===== src/common/gpp_pkg.sv =====
// Constants, register map and state encodings for the general purpose port block
package gpp_pkg;

  // ==========================================================================
  // Register offsets (byte addresses, one aligned word each)
  localparam logic [11:0] GPP_A_DATA_OFS = 12'h000;
  localparam logic [11:0] GPP_A_DIR_OFS = 12'h004;
  localparam logic [11:0] GPP_A_PULL_OFS = 12'h008;
  localparam logic [11:0] GPP_A_LATCH_OFS = 12'h00c;
  localparam logic [11:0] GPP_B_DATA_OFS = 12'h010;
  localparam logic [11:0] GPP_B_DIR_OFS = 12'h014;
  localparam logic [11:0] GPP_B_LATCH_OFS = 12'h01c;
  localparam logic [11:0] GPP_C_DATA_OFS = 12'h020;
  localparam logic [11:0] GPP_C_DIR_OFS = 12'h024;
  localparam logic [11:0] GPP_C_PULL_OFS = 12'h028;
  localparam logic [11:0] GPP_C_LATCH_OFS = 12'h02c;
  localparam logic [11:0] GPP_STBY_OFS = 12'h030;

  // ==========================================================================
  // Implemented bit masks per port
  localparam logic [7:0] GPP_A_MASK = 8'h1c;
  localparam logic [7:0] GPP_B_MASK = 8'h07;
  localparam logic [7:0] GPP_C_MASK = 8'h06;
  localparam logic [7:0] GPP_NO_PULL = 8'h00;

  // ==========================================================================
  // Reset values
  localparam logic [7:0] GPP_DATA_RST = 8'h00;
  localparam logic [7:0] GPP_DIR_RST = 8'h00;
  localparam logic [7:0] GPP_PULL_RST = 8'h00;
  localparam logic GPP_FLOAT_RST = 1'b0;

  // ==========================================================================
  // Standby control field and states
  localparam int GPP_FLOAT_BIT = 0;

  typedef enum logic [2:0] {
    GPP_ST_RUN = 3'b001,
    GPP_ST_FLOAT = 3'b010,
    GPP_ST_HOLD = 3'b100
  } gpp_stby_e;

endpackage : gpp_pkg


===== src/core/gpp_standby_ctl.sv =====
// Standby pin-state sequencer: chooses float or hold on entry to stop or watch
module gpp_standby_ctl
  import gpp_pkg::*;
(
  input wire logic pclk,
  input wire logic presetn,
  input wire logic standby_req,
  input wire logic standby_pin_float_bit,
  output logic pins_float,
  output logic pins_hold
);

  gpp_stby_e state_r;
  gpp_stby_e state_nxt;

  // The float bit is sampled only on entry, so a late change cannot glitch pins
  always_comb begin
    state_nxt = state_r;
    case (state_r)
      GPP_ST_RUN: begin
        if (standby_req) begin
          state_nxt = standby_pin_float_bit ? GPP_ST_FLOAT : GPP_ST_HOLD;
        end
      end
      GPP_ST_FLOAT: begin
        if (!standby_req) begin
          state_nxt = GPP_ST_RUN;
        end
      end
      GPP_ST_HOLD: begin
        if (!standby_req) begin
          state_nxt = GPP_ST_RUN;
        end
      end
      default: begin
        state_nxt = GPP_ST_RUN;
      end
    endcase
  end

  // State register
  always_ff @(posedge pclk or negedge presetn) begin
    if (!presetn) begin
      state_r <= GPP_ST_RUN;
    end else begin
      state_r <= state_nxt;
    end
  end

  assign pins_float = (state_r == GPP_ST_FLOAT);
  assign pins_hold = (state_r == GPP_ST_HOLD);

endmodule : gpp_standby_ctl


===== src/core/gpp_port_pad.sv =====
// Per-port pin logic: drive, open-drain release, pull-up, input blocking, read mux
module gpp_port_pad
  import gpp_pkg::*;
#(
  parameter int W = 8,
  parameter logic [7:0] IMPL = 8'hff,
  parameter logic [7:0] OD = 8'h00
) (
  input wire logic pclk,
  input wire logic presetn,
  input wire logic [W-1:0] data,
  input wire logic [W-1:0] dir,
  input wire logic [W-1:0] pull,
  input wire logic pins_float,
  input wire logic pins_hold,
  input wire logic [W-1:0] periph_oe,
  input wire logic [W-1:0] periph_out,
  input wire logic [W-1:0] pad_in,
  output logic [W-1:0] pad_out,
  output logic [W-1:0] pad_oe,
  output logic [W-1:0] pullup_en,
  output logic [W-1:0] pin_level,
  output logic [W-1:0] port_read
);

  genvar i;
  generate
    for (i = 0; i < W; i++) begin : g_bit
      logic oe_nxt;
      logic out_nxt;
      logic pu_nxt;

      // Peripheral output wins over the port; open-drain bits only ever pull low
      always_comb begin
        if (periph_oe[i]) begin
          out_nxt = periph_out[i];
          oe_nxt = IMPL[i] & (!OD[i] | !periph_out[i]);
        end else begin
          out_nxt = data[i];
          oe_nxt = IMPL[i] & dir[i] & (!OD[i] | !data[i]);
        end
        pu_nxt = IMPL[i] & pull[i] & !(oe_nxt & !out_nxt);
      end

      // Registered pad controls; float clears, hold freezes
      always_ff @(posedge pclk or negedge presetn) begin
        if (!presetn) begin
          pad_out[i] <= 1'b0;
          pad_oe[i] <= 1'b0;
          pullup_en[i] <= 1'b0;
        end else if (pins_float) begin
          pad_out[i] <= 1'b0;
          pad_oe[i] <= 1'b0;
          pullup_en[i] <= 1'b0;
        end else if (!pins_hold) begin
          pad_out[i] <= out_nxt;
          pad_oe[i] <= oe_nxt;
          pullup_en[i] <= pu_nxt;
        end
      end

      // Input path blocked low while floating to avoid leakage from open inputs
      assign pin_level[i] = IMPL[i] & pad_in[i] & !pins_float;

      // Latch for plain outputs, pin level for inputs and peripheral pins
      assign port_read[i] = (dir[i] & !periph_oe[i]) ? data[i] : pin_level[i];
    end
  endgenerate

endmodule : gpp_port_pad


===== src/core/gpp_top.sv =====
// General purpose port block: APB register file, three ports and standby handling
//
// Added by the designer: the APB register port and the register addresses.
module gpp_top
  import gpp_pkg::*;
#(
  parameter logic [7:0] A_OD = 8'h00,
  parameter logic [7:0] B_OD = 8'h04,
  parameter logic [7:0] C_OD = 8'h00
) (
  input wire logic pclk,
  input wire logic presetn,
  input wire logic psel,
  input wire logic penable,
  input wire logic pwrite,
  input wire logic [11:0] paddr,
  input wire logic [31:0] pwdata,
  output logic [31:0] prdata,
  output logic pready,
  output logic pslverr,
  input wire logic standby_req,
  output logic pins_float,
  input wire logic [7:0] port_a_periph_oe,
  input wire logic [7:0] port_a_periph_out,
  input wire logic [7:0] port_a_pad_in,
  output logic [7:0] port_a_pad_out,
  output logic [7:0] port_a_pad_oe,
  output logic [7:0] port_a_pullup_en,
  output logic [7:0] port_a_pin_level,
  input wire logic [7:0] port_b_periph_oe,
  input wire logic [7:0] port_b_periph_out,
  input wire logic [7:0] port_b_pad_in,
  output logic [7:0] port_b_pad_out,
  output logic [7:0] port_b_pad_oe,
  output logic [7:0] port_b_pin_level,
  input wire logic [7:0] port_c_periph_oe,
  input wire logic [7:0] port_c_periph_out,
  input wire logic [7:0] port_c_pad_in,
  output logic [7:0] port_c_pad_out,
  output logic [7:0] port_c_pad_oe,
  output logic [7:0] port_c_pullup_en,
  output logic [7:0] port_c_pin_level
);

  // ==========================================================================
  // Register storage
  logic [7:0] port_a_data_latch_r;
  logic [7:0] port_a_direction_r;
  logic [7:0] port_a_pullup_enable_r;
  logic [7:0] port_b_data_latch_r;
  logic [7:0] port_b_direction_r;
  logic [7:0] port_c_data_latch_r;
  logic [7:0] port_c_direction_r;
  logic [7:0] port_c_pullup_enable_r;
  logic standby_pin_float_bit_r;
  logic [31:0] prdata_r;
  logic [31:0] rd_nxt;

  logic pins_hold;
  logic addr_hit;
  logic wr_en;
  logic rd_setup;
  logic [7:0] wbyte;
  logic [7:0] port_a_read;
  logic [7:0] port_b_read;
  logic [7:0] port_c_read;

  // ==========================================================================
  // APB slave: zero wait states, read data sampled in the setup cycle, write data in the access cycle
  assign pready = 1'b1;
  assign wr_en = psel & penable & pwrite;
  assign rd_setup = psel & !penable & !pwrite;
  assign wbyte = pwdata[7:0];
  assign prdata = prdata_r;

  // Address decode for the error response
  always_comb begin
    case (paddr)
      GPP_A_DATA_OFS, GPP_A_DIR_OFS, GPP_A_PULL_OFS, GPP_A_LATCH_OFS: addr_hit = 1'b1;
      GPP_B_DATA_OFS, GPP_B_DIR_OFS, GPP_B_LATCH_OFS: addr_hit = 1'b1;
      GPP_C_DATA_OFS, GPP_C_DIR_OFS, GPP_C_PULL_OFS, GPP_C_LATCH_OFS: addr_hit = 1'b1;
      GPP_STBY_OFS: addr_hit = 1'b1;
      default: addr_hit = 1'b0;
    endcase
  end

  // Unmapped addresses answer with an error and have no effect
  assign pslverr = psel & penable & !addr_hit;

  // ==========================================================================
  // Port A registers; writes are masked so unimplemented bits stay zero
  always_ff @(posedge pclk or negedge presetn) begin
    if (!presetn) begin
      port_a_data_latch_r <= GPP_DATA_RST;
      port_a_direction_r <= GPP_DIR_RST;
      port_a_pullup_enable_r <= GPP_PULL_RST;
    end else if (wr_en) begin
      if (paddr == GPP_A_DATA_OFS) begin
        port_a_data_latch_r <= wbyte & GPP_A_MASK;
      end
      if (paddr == GPP_A_DIR_OFS) begin
        port_a_direction_r <= wbyte & GPP_A_MASK;
      end
      if (paddr == GPP_A_PULL_OFS) begin
        port_a_pullup_enable_r <= wbyte & GPP_A_MASK;
      end
    end
  end

  // ==========================================================================
  // Port B registers; this port carries no pull-up
  always_ff @(posedge pclk or negedge presetn) begin
    if (!presetn) begin
      port_b_data_latch_r <= GPP_DATA_RST;
      port_b_direction_r <= GPP_DIR_RST;
    end else if (wr_en) begin
      if (paddr == GPP_B_DATA_OFS) begin
        port_b_data_latch_r <= wbyte & GPP_B_MASK;
      end
      if (paddr == GPP_B_DIR_OFS) begin
        port_b_direction_r <= wbyte & GPP_B_MASK;
      end
    end
  end

  // ==========================================================================
  // Port C registers
  always_ff @(posedge pclk or negedge presetn) begin
    if (!presetn) begin
      port_c_data_latch_r <= GPP_DATA_RST;
      port_c_direction_r <= GPP_DIR_RST;
      port_c_pullup_enable_r <= GPP_PULL_RST;
    end else if (wr_en) begin
      if (paddr == GPP_C_DATA_OFS) begin
        port_c_data_latch_r <= wbyte & GPP_C_MASK;
      end
      if (paddr == GPP_C_DIR_OFS) begin
        port_c_direction_r <= wbyte & GPP_C_MASK;
      end
      if (paddr == GPP_C_PULL_OFS) begin
        port_c_pullup_enable_r <= wbyte & GPP_C_MASK;
      end
    end
  end

  // ==========================================================================
  // Standby control: only the float selection bit is implemented
  always_ff @(posedge pclk or negedge presetn) begin
    if (!presetn) begin
      standby_pin_float_bit_r <= GPP_FLOAT_RST;
    end else if (wr_en && paddr == GPP_STBY_OFS) begin
      standby_pin_float_bit_r <= pwdata[GPP_FLOAT_BIT];
    end
  end

  gpp_standby_ctl u_stby (
    .pclk(pclk),
    .presetn(presetn),
    .standby_req(standby_req),
    .standby_pin_float_bit(standby_pin_float_bit_r),
    .pins_float(pins_float),
    .pins_hold(pins_hold)
  );

  // ==========================================================================
  // Pin logic per port
  gpp_port_pad #(.W(8), .IMPL(GPP_A_MASK), .OD(A_OD)) u_pad_a (
    .pclk(pclk),
    .presetn(presetn),
    .data(port_a_data_latch_r),
    .dir(port_a_direction_r),
    .pull(port_a_pullup_enable_r),
    .pins_float(pins_float),
    .pins_hold(pins_hold),
    .periph_oe(port_a_periph_oe),
    .periph_out(port_a_periph_out),
    .pad_in(port_a_pad_in),
    .pad_out(port_a_pad_out),
    .pad_oe(port_a_pad_oe),
    .pullup_en(port_a_pullup_en),
    .pin_level(port_a_pin_level),
    .port_read(port_a_read)
  );

  gpp_port_pad #(.W(8), .IMPL(GPP_B_MASK), .OD(B_OD)) u_pad_b (
    .pclk(pclk),
    .presetn(presetn),
    .data(port_b_data_latch_r),
    .dir(port_b_direction_r),
    .pull(GPP_NO_PULL),
    .pins_float(pins_float),
    .pins_hold(pins_hold),
    .periph_oe(port_b_periph_oe),
    .periph_out(port_b_periph_out),
    .pad_in(port_b_pad_in),
    .pad_out(port_b_pad_out),
    .pad_oe(port_b_pad_oe),
    .pullup_en(),
    .pin_level(port_b_pin_level),
    .port_read(port_b_read)
  );

  gpp_port_pad #(.W(8), .IMPL(GPP_C_MASK), .OD(C_OD)) u_pad_c (
    .pclk(pclk),
    .presetn(presetn),
    .data(port_c_data_latch_r),
    .dir(port_c_direction_r),
    .pull(port_c_pullup_enable_r),
    .pins_float(pins_float),
    .pins_hold(pins_hold),
    .periph_oe(port_c_periph_oe),
    .periph_out(port_c_periph_out),
    .pad_in(port_c_pad_in),
    .pad_out(port_c_pad_out),
    .pad_oe(port_c_pad_oe),
    .pullup_en(port_c_pullup_en),
    .pin_level(port_c_pin_level),
    .port_read(port_c_read)
  );

  // ==========================================================================
  // Read mux: data offsets give the mixed view, alias offsets the raw latch
  always_comb begin
    rd_nxt = 32'h0000_0000;
    case (paddr)
      GPP_A_DATA_OFS: rd_nxt[7:0] = port_a_read;
      GPP_A_DIR_OFS: rd_nxt[7:0] = port_a_direction_r;
      GPP_A_PULL_OFS: rd_nxt[7:0] = port_a_pullup_enable_r;
      GPP_A_LATCH_OFS: rd_nxt[7:0] = port_a_data_latch_r;
      GPP_B_DATA_OFS: rd_nxt[7:0] = port_b_read;
      GPP_B_DIR_OFS: rd_nxt[7:0] = port_b_direction_r;
      GPP_B_LATCH_OFS: rd_nxt[7:0] = port_b_data_latch_r;
      GPP_C_DATA_OFS: rd_nxt[7:0] = port_c_read;
      GPP_C_DIR_OFS: rd_nxt[7:0] = port_c_direction_r;
      GPP_C_PULL_OFS: rd_nxt[7:0] = port_c_pullup_enable_r;
      GPP_C_LATCH_OFS: rd_nxt[7:0] = port_c_data_latch_r;
      GPP_STBY_OFS: rd_nxt[GPP_FLOAT_BIT] = standby_pin_float_bit_r;
      default: rd_nxt = 32'h0000_0000;
    endcase
  end

  // Read data captured in setup so it is stable for the whole access phase
  always_ff @(posedge pclk or negedge presetn) begin
    if (!presetn) begin
      prdata_r <= 32'h0000_0000;
    end else if (rd_setup) begin
      prdata_r <= rd_nxt;
    end
  end

  // ==========================================================================
  // Checks
  dir_reset_a: assert property (@(posedge pclk) disable iff (!presetn)
    $rose(presetn) |-> (port_a_direction_r == 8'h00 && port_b_direction_r == 8'h00 &&
      port_c_direction_r == 8'h00))
    else $error("direction not cleared by reset");

  latch_write_a: assert property (@(posedge pclk) disable iff (!presetn)
    (wr_en && paddr == GPP_A_DATA_OFS) |=> (port_a_data_latch_r == ($past(wbyte) & GPP_A_MASK)))
    else $error("port a latch did not take write");

  out_drive_a: assert property (@(posedge pclk) disable iff (!presetn)
    (!pins_float && !pins_hold && port_a_periph_oe == 8'h00) |=>
      (port_a_pad_oe == ($past(port_a_direction_r) & GPP_A_MASK & ~(A_OD & $past(port_a_data_latch_r)))))
    else $error("port a drive enable wrong");

  float_hiz_a: assert property (@(posedge pclk) disable iff (!presetn)
    (pins_float && $past(pins_float)) |-> (port_a_pad_oe == 8'h00 && port_b_pad_oe == 8'h00 &&
      port_c_pad_oe == 8'h00 && port_a_pin_level == 8'h00 && port_b_pin_level == 8'h00))
    else $error("pins not floated in standby");

  hold_keep_a: assert property (@(posedge pclk) disable iff (!presetn)
    (pins_hold && $past(pins_hold)) |-> ($stable(port_b_pad_oe) && $stable(port_b_pad_out)))
    else $error("pins changed in hold standby");

  latch_read_a: assert property (@(posedge pclk) disable iff (!presetn)
    (rd_setup && paddr == GPP_A_LATCH_OFS) |=> (prdata == {24'h000000, $past(port_a_data_latch_r)}))
    else $error("latch alias read did not return latch");

  pull_low_a: assert property (@(posedge pclk) disable iff (!presetn)
    ((port_a_pullup_en & port_a_pad_oe & ~port_a_pad_out) == 8'h00) &&
      ((port_c_pullup_en & port_c_pad_oe & ~port_c_pad_out) == 8'h00))
    else $error("pull-up on while driving low");

  od_release_a: assert property (@(posedge pclk) disable iff (!presetn)
    ((port_b_pad_oe & port_b_pad_out & B_OD) == 8'h00))
    else $error("open-drain pin driven high");

  unimpl_zero_a: assert property (@(posedge pclk) disable iff (!presetn)
    ((port_a_direction_r & ~GPP_A_MASK) == 8'h00 && (port_b_data_latch_r & ~GPP_B_MASK) == 8'h00 &&
      (port_c_pullup_enable_r & ~GPP_C_MASK) == 8'h00))
    else $error("unimplemented bit set");

  unmapped_err_a: assert property (@(posedge pclk) disable iff (!presetn)
    (psel && penable && !addr_hit) |-> (pslverr && pready))
    else $error("unmapped access not refused");

endmodule : gpp_top


===== config.mk =====
export PLATFORM = sky130hd
export DESIGN_NAME = gpp_top
export DESIGN_NICKNAME = d
export VERILOG_FILES = /design/src/common/gpp_pkg.sv /design/src/core/gpp_standby_ctl.sv /design/src/core/gpp_port_pad.sv /design/src/core/gpp_top.sv
export SDC_FILE = /design/constraint.sdc
export NUM_CORES = 1
export LEC_CHECK = 0
export BUFFER_PORTS_ARGS = -buffer_cell sky130_fd_sc_hd__buf_2
export CORE_ASPECT_RATIO = 0.75
export CORE_MARGIN = 10
export CORE_UTILIZATION = 40
export CTS_BUF_LIST = sky130_fd_sc_hd__clkbuf_8
export DETAILED_ROUTE_END_ITERATION = 12
export MAX_ROUTING_LAYER = met4
export PLACE_DENSITY = 0.76
export SKIP_CTS_REPAIR_TIMING = 1
export SYNTH_ARGS = -nofsm -noshare
export SYNTH_HDL_FRONTEND = slang
export SYNTH_SLANG_ARGS = --single-unit

===== constraint.sdc =====
create_clock -name pclk -period 4.2 [get_ports pclk]
set_clock_uncertainty 0.15 [all_clocks]
set_input_delay 0.84 -clock pclk [delete_from_list [all_inputs] [get_ports pclk]]
set_output_delay 0.84 -clock pclk [all_outputs]
set_load 0.005 [all_outputs]

---- Yosys cells after proc, flatten, opt, wreduce, memory -nomap -nowiden ----
Index checks and enable logic that the tools add are counted.
storage, ports and cells
  word-level logic and storage cells ...... 258
  flip-flop bits (word level) ............. 71
operators by class
  equality and inequality tests ........... 17
  multiplexer cells ....................... 123
  reductions and logical operators ........ 37
  bitwise operators ....................... 32
operators by type and width
  cell                                             number
  two-way mux 1 bit                                117
  == test 12 x 6 -> 1 bit (second input constant)  5
  one-hot mux 4 bit (11 select lines)              1
  == test 12 x 5 -> 1 bit (second input constant)  3
  AND 1 bit                                        32
  == test 12 x 4 -> 1 bit (second input constant)  2
  zero test 1 bit                                  24
  AND reduction 2 bit                              9
  == test 12 x 3 -> 1 bit (second input constant)  1
  zero test 12 bit                                 1
  OR reduction 12 bit                              1
  two-way mux 3 bit                                3
  one-hot mux 3 bit (2 select lines)               1
  != test 2 bit (second input constant)            2
  one-hot mux 1 bit (4 select lines)               1
  == test 3 x 1 -> 1 bit (second input constant)   1
  == test 3 x 2 -> 1 bit (second input constant)   1
  == test 3 bit (second input constant)            1
  != test 2 x 1 -> 1 bit (second input constant)   1
  OR reduction 2 bit                               1
  logical AND 1 bit                                1

---- Longest topological paths before layout ----
  depth after elaboration ................. 7
  depth in mapped cells ................... 6
  gate-level depth less buffers ........... 5

---- Cells and area by module ----
A second synthesis with hierarchy kept.
second synthesis, totals
  cells, all modules ...................... 510
  area total of the unflattened synthesis .. 4832.1 um2
modules (own cells, without submodules)
  module                  seq. area each (um2)  instances  cells an instance  area each (um2)
  gpp_top                 750.7                 1          194                1951.9
  gpp_port_pad (u_pad_a)  350.3                 1          107                949.7
  gpp_port_pad (u_pad_b)  350.3                 1          100                909.6
  gpp_port_pad (u_pad_c)  300.3                 1          93                 860.8
  gpp_standby_ctl         76.3                  1          16                 160.2

---- Worst setup path after synthesis ----
Ideal clock, no wire load.
  path kind ............................... input to output
  from .................................... in paddr[3]
  to ...................................... out pslverr
  stages on the path ...................... 6
  setup slack ............................. 1.632 ns
  arrival time ............................ 1.578 ns
  path through ............................ buf_2 -> nor2b_1 -> o21ai_0 -> nand4_1 -> nand3_1 -> nor2_1
on the way
  word-level cells in the longest chain between the ends .. 5
RTL lines
  item                                             RTL line       RTL
  start, declared                                  gpp_top.sv:16  input wire logic [11:0] paddr,
  == test 12 x 3 -> 1 bit (tied with other cells)  gpp_top.sv:78  case (paddr)
  OR reduction 12 bit (no line) (*)                -
  two-way mux 1 bit (*)                            gpp_top.sv:78
  zero test 1 bit (*)                              gpp_top.sv:88  assign pslverr = psel & penable & !addr_hit;
  AND 1 bit (*)                                    gpp_top.sv:88
  end, declared                                    gpp_top.sv:20  output logic pslverr,
Every way passes the cells marked *; elsewhere a longest branch is shown, timed or not.

---- Worst setup path after layout ----
Ends and elaborated chain as after synthesis.

==> impl_metrics.py <==
metrics = {
    "outcome": {
        "outcome": "complete, no violations",
    },
    "placed_design": {
        "gp_routability_congestion": 0.873,
        "dp_hpwl_um": 9490,
        "numPortBuffers": 130,
        "placedCellCount": 641,
        "pre_cts_slack_ns": 1.22,
    },
    "sta": {
        "hold_viol": 0,
        "slew_headroom_pct": 33.3,
        "fin_setup_tns_ns": 0,
        "layout_worst_path_cycle_share_pct": 71.2,
        "max_clock_freq_ghz": 0.335,
        "finalMaxSlewViolations": 0,
        "period_minus_slack_ns": 2.99,
        "worst_slew_pin_slew_ns": 0.999,
        "setup_viol": 0,
        "rsz0062_at_grt": "false",
        "setup_ws_ns": 1.21,
    },
    "global_route": {
        "grt_pass1_vias": 3508,
        "antenna_found_initial": 0,
        "track_usage_pct": 16.7,
        "overflow": 0,
        "grt_pass1_wl_um": 18800,
        "grt_max_degree": 46,
    },
    "routing": {
        "wl_met2_um": 5780,
        "first_iter_violations": 265,
        "route.layer.met1.wl_um": 5020,
        "top_layer": "met4",
        "ant_nets": 0,
        "dr_total_vias": 3228,
        "routed_wl_um": 11900,
        "drc_errors": 0,
        "wl_per_cell_um": 18.3,
        "wl_met3_um": 1070,
        "first_pass_iters": 4,
        "routed_via_density": 4.94,
    },
    "power_and_ir_drop": {
        "power.density_nw_per_um2": 302,
        "p_leak_nw": 2.27,
        "peakVddDrop_uv": 191,
    },
    "layout": {
        "final_common_cell": "buf_2",
        "nNetsFinal": 642,
        "drive_above_1_share_pct": 33.7,
        "final_cell_mix": "buf_2, conb_1, dfrtp_1, nand2_1, o21ai_0",
        "syn_to_final_growth_pct": 17.7,
        "instances_no_fill": 654,
        "n_antenna_cell": 0,
    },
    "setup_path": {
        "end_kind": "output pin",
        "critPathSlowestCell": "nor2b_1",
        "crit_path_max_fanout": 13,
        "max_stage_delay_ns": 0.34,
        "startpoint_type": "input pin",
        "crit_required_ns": 3.21,
        "arrival_ns": 2.00,
        "path_common_cell": "buf_2",
        "crit_path_cell_trace": "buf_2, nor2b_1, o21ai_0, nand4_1, nand3_1, nor2_1, buf_2",
        "critPathKind": "input pin to output pin",
    },
    "die": {
        "fp.dieW_um": 135,
        "die_area_um2": 14200,
        "placementRows": 31,
        "io_pins": 245,
        "start_util_pct": 40.9,
        "core_um2": 9620,
        "die_h_um": 106,
    },
    "job": {
        "maxCapViolations": 0,
    },
    "synthesis": {
        "synth-edff-count": 0,
        "yosys_most_used_dff": "dfrtp_1",
        "avgSynthCellArea_um2": 10.1,
        "syn_area_um2": 3940,
        "syn_inst": 390,
        "yosysWarningCount": 0,
        "yosysUniqueCellTypes": 48,
        "ys_seq_area_share_pct": 42.6,
        "ys_async_sr_fraction_pct": 100,
        "ys_ff_latch": 67,
    },
    "clocking": {
        "cts.sinks": 67,
        "cts_buffers": 9,
        "clk_pin_slew_ns": 0.07,
        "clk_root_buffer_cell": "clkbuf_8",
        "htreeDepth": 3,
        "cts_buffer_depth": 2,
        "clkLatencyLatePin_ns": 0.34,
        "cts_tree": "done",
    },
    "min_path": {
        "holdCritPathClass": "flop to flop",
    },
}
## report_power, final
| group | total (mW) | internal (mW) | switching (mW) | leakage, nW |
|---|---|---|---|---|
| sequential | 0.693 | 0.675 | 0.0177 | 0.866 |
| clock | 0.498 | 0.261 | 0.237 | 0.0882 |
| combinational | 0.210 | 0.0857 | 0.124 | 1.32 |
| total | 1.40 | 1.02 | 0.379 | 2.27 |
## cell usage after synthesis (3+ instances only)
| cell | instances | area (um2) |
|---|---|---|
| a32o_1 | 24 | 240 |
| a31oi_1 | 3 | 18.8 |
| nand3b_1 | 4 | 30.0 |
| buf_4 | 71 | 533 |
| clkbuf_1 | 9 | 33.8 |
| nor2_1 | 13 | 48.8 |
| nand3_1 | 10 | 50.1 |
| buf_2 | 3 | 15.0 |
| a21oi_1 | 8 | 40.0 |
| dfrtp_1 | 66 | 1650 |
| o21ai_0 | 34 | 170 |
| mux2i_1 | 9 | 90.1 |
| nand2_1 | 34 | 128 |
| mux2_2 | 13 | 146 |
| inv_1 | 5 | 18.8 |
| and2_1 | 9 | 56.3 |
| nor3b_1 | 5 | 37.5 |
| nand2b_1 | 7 | 43.8 |
| o2111ai_1 | 4 | 35.0 |
| mux2_4 | 3 | 45.0 |
| o211ai_1 | 4 | 30.0 |
| nor4b_1 | 4 | 35.0 |
| a22oi_1 | 3 | 22.5 |
| mux2_1 | 6 | 67.6 |
| nor2b_1 | 8 | 50.1 |
| nor2_4 | 3 | 33.8 |
## area by class of cell
type | count | area (um2)
fill | 960 | 4990
multi-input combinational | 303 | 1920
sequential | 67 | 1680
timing repair buffer | 134 | 681
tap | 132 | 165
clock buffer | 9 | 124
clock inverter | 4 | 46.3
inverter | 5 | 18.8
## metrics by stage
step                      hold slack [ns]  area (um2)  utilization, %  total power [mW]
after global routing                0.356        4630            48.2              1.48
final                               0.322        4630            48.2              1.40
after global placement              0.308        4460            46.4             0.907
after CTS                           0.330        4630            48.2              1.42
after floorplan                     0.323        4190               -             0.840
after detailed placement            0.315        4460            46.4             0.915
## routing by layer
metal | GRT usage, % | vias up
met5 | - | -
met4 | 4.11 | 0
met3 | 6.07 | 9
met2 | 26.2 | 137
met1 | 20.2 | 1560
li1 | - | 1522
## state kept, by name, indices dropped and copies added (netlist names)
register                 count
u_stby.state_r               3
u_pad_a.pad_out              8
port_a_pullup_enable_r       3
port_c_pullup_enable_r       2
port_b_data_latch_r          3
port_b_direction_r           3
u_pad_c.pad_out              8
standby_pin_float_bit_r      1
prdata                       5
port_c_data_latch_r          2
port_c_direction_r           2
port_a_direction_r           3
u_pad_a.pullup_en            3
u_pad_b.pad_out              8
u_pad_b.pad_oe               3
u_pad_a.pad_oe               3
port_a_data_latch_r          3
u_pad_c.pullup_en            2
u_pad_c.pad_oe               2
## cell families after synthesis
logic type	Yosys count	synth area share, %
AO/OA/AOI/OAI	86	15.4
buffers and inverters	89	15.4
other	2	0.191
flip-flops	67	42.6
multiplexers	31	8.87
AND/OR/NAND/NOR	115	17.6
## critical path, delay by kind of cell
| kind | cells | cell delay [ns] |
|---|---|---|
| AND/OR/NAND/NOR | 4 | 0.60 |
| buffers and inverters | 2 | 0.40 |
| AO/OA/AOI/OAI | 1 | 0.16 |
## worst paths after layout
kind / start / to / slack, ns / cells past startpoint
worst max register to register: u_stby.state_r[0] / u_pad_a.pullup_en[2] / 1.50 / 4
worst min register to register: u_pad_b.pad_oe[1] / u_pad_b.pad_oe[1] / 0.32 / 2
worst min-delay path: u_pad_b.pad_oe[1] / u_pad_b.pad_oe[1] / 0.32 / 2
min in group asynchronous: presetn / u_pad_a.pullup_en[3] / 0.42 / 1
max in group asynchronous: presetn / u_stby.state_r[0] / 2.50 / 2
worst max-delay path: paddr[3] / pslverr / 1.21 / 7
No activity file was read; power rests on OpenSTA's default activity.
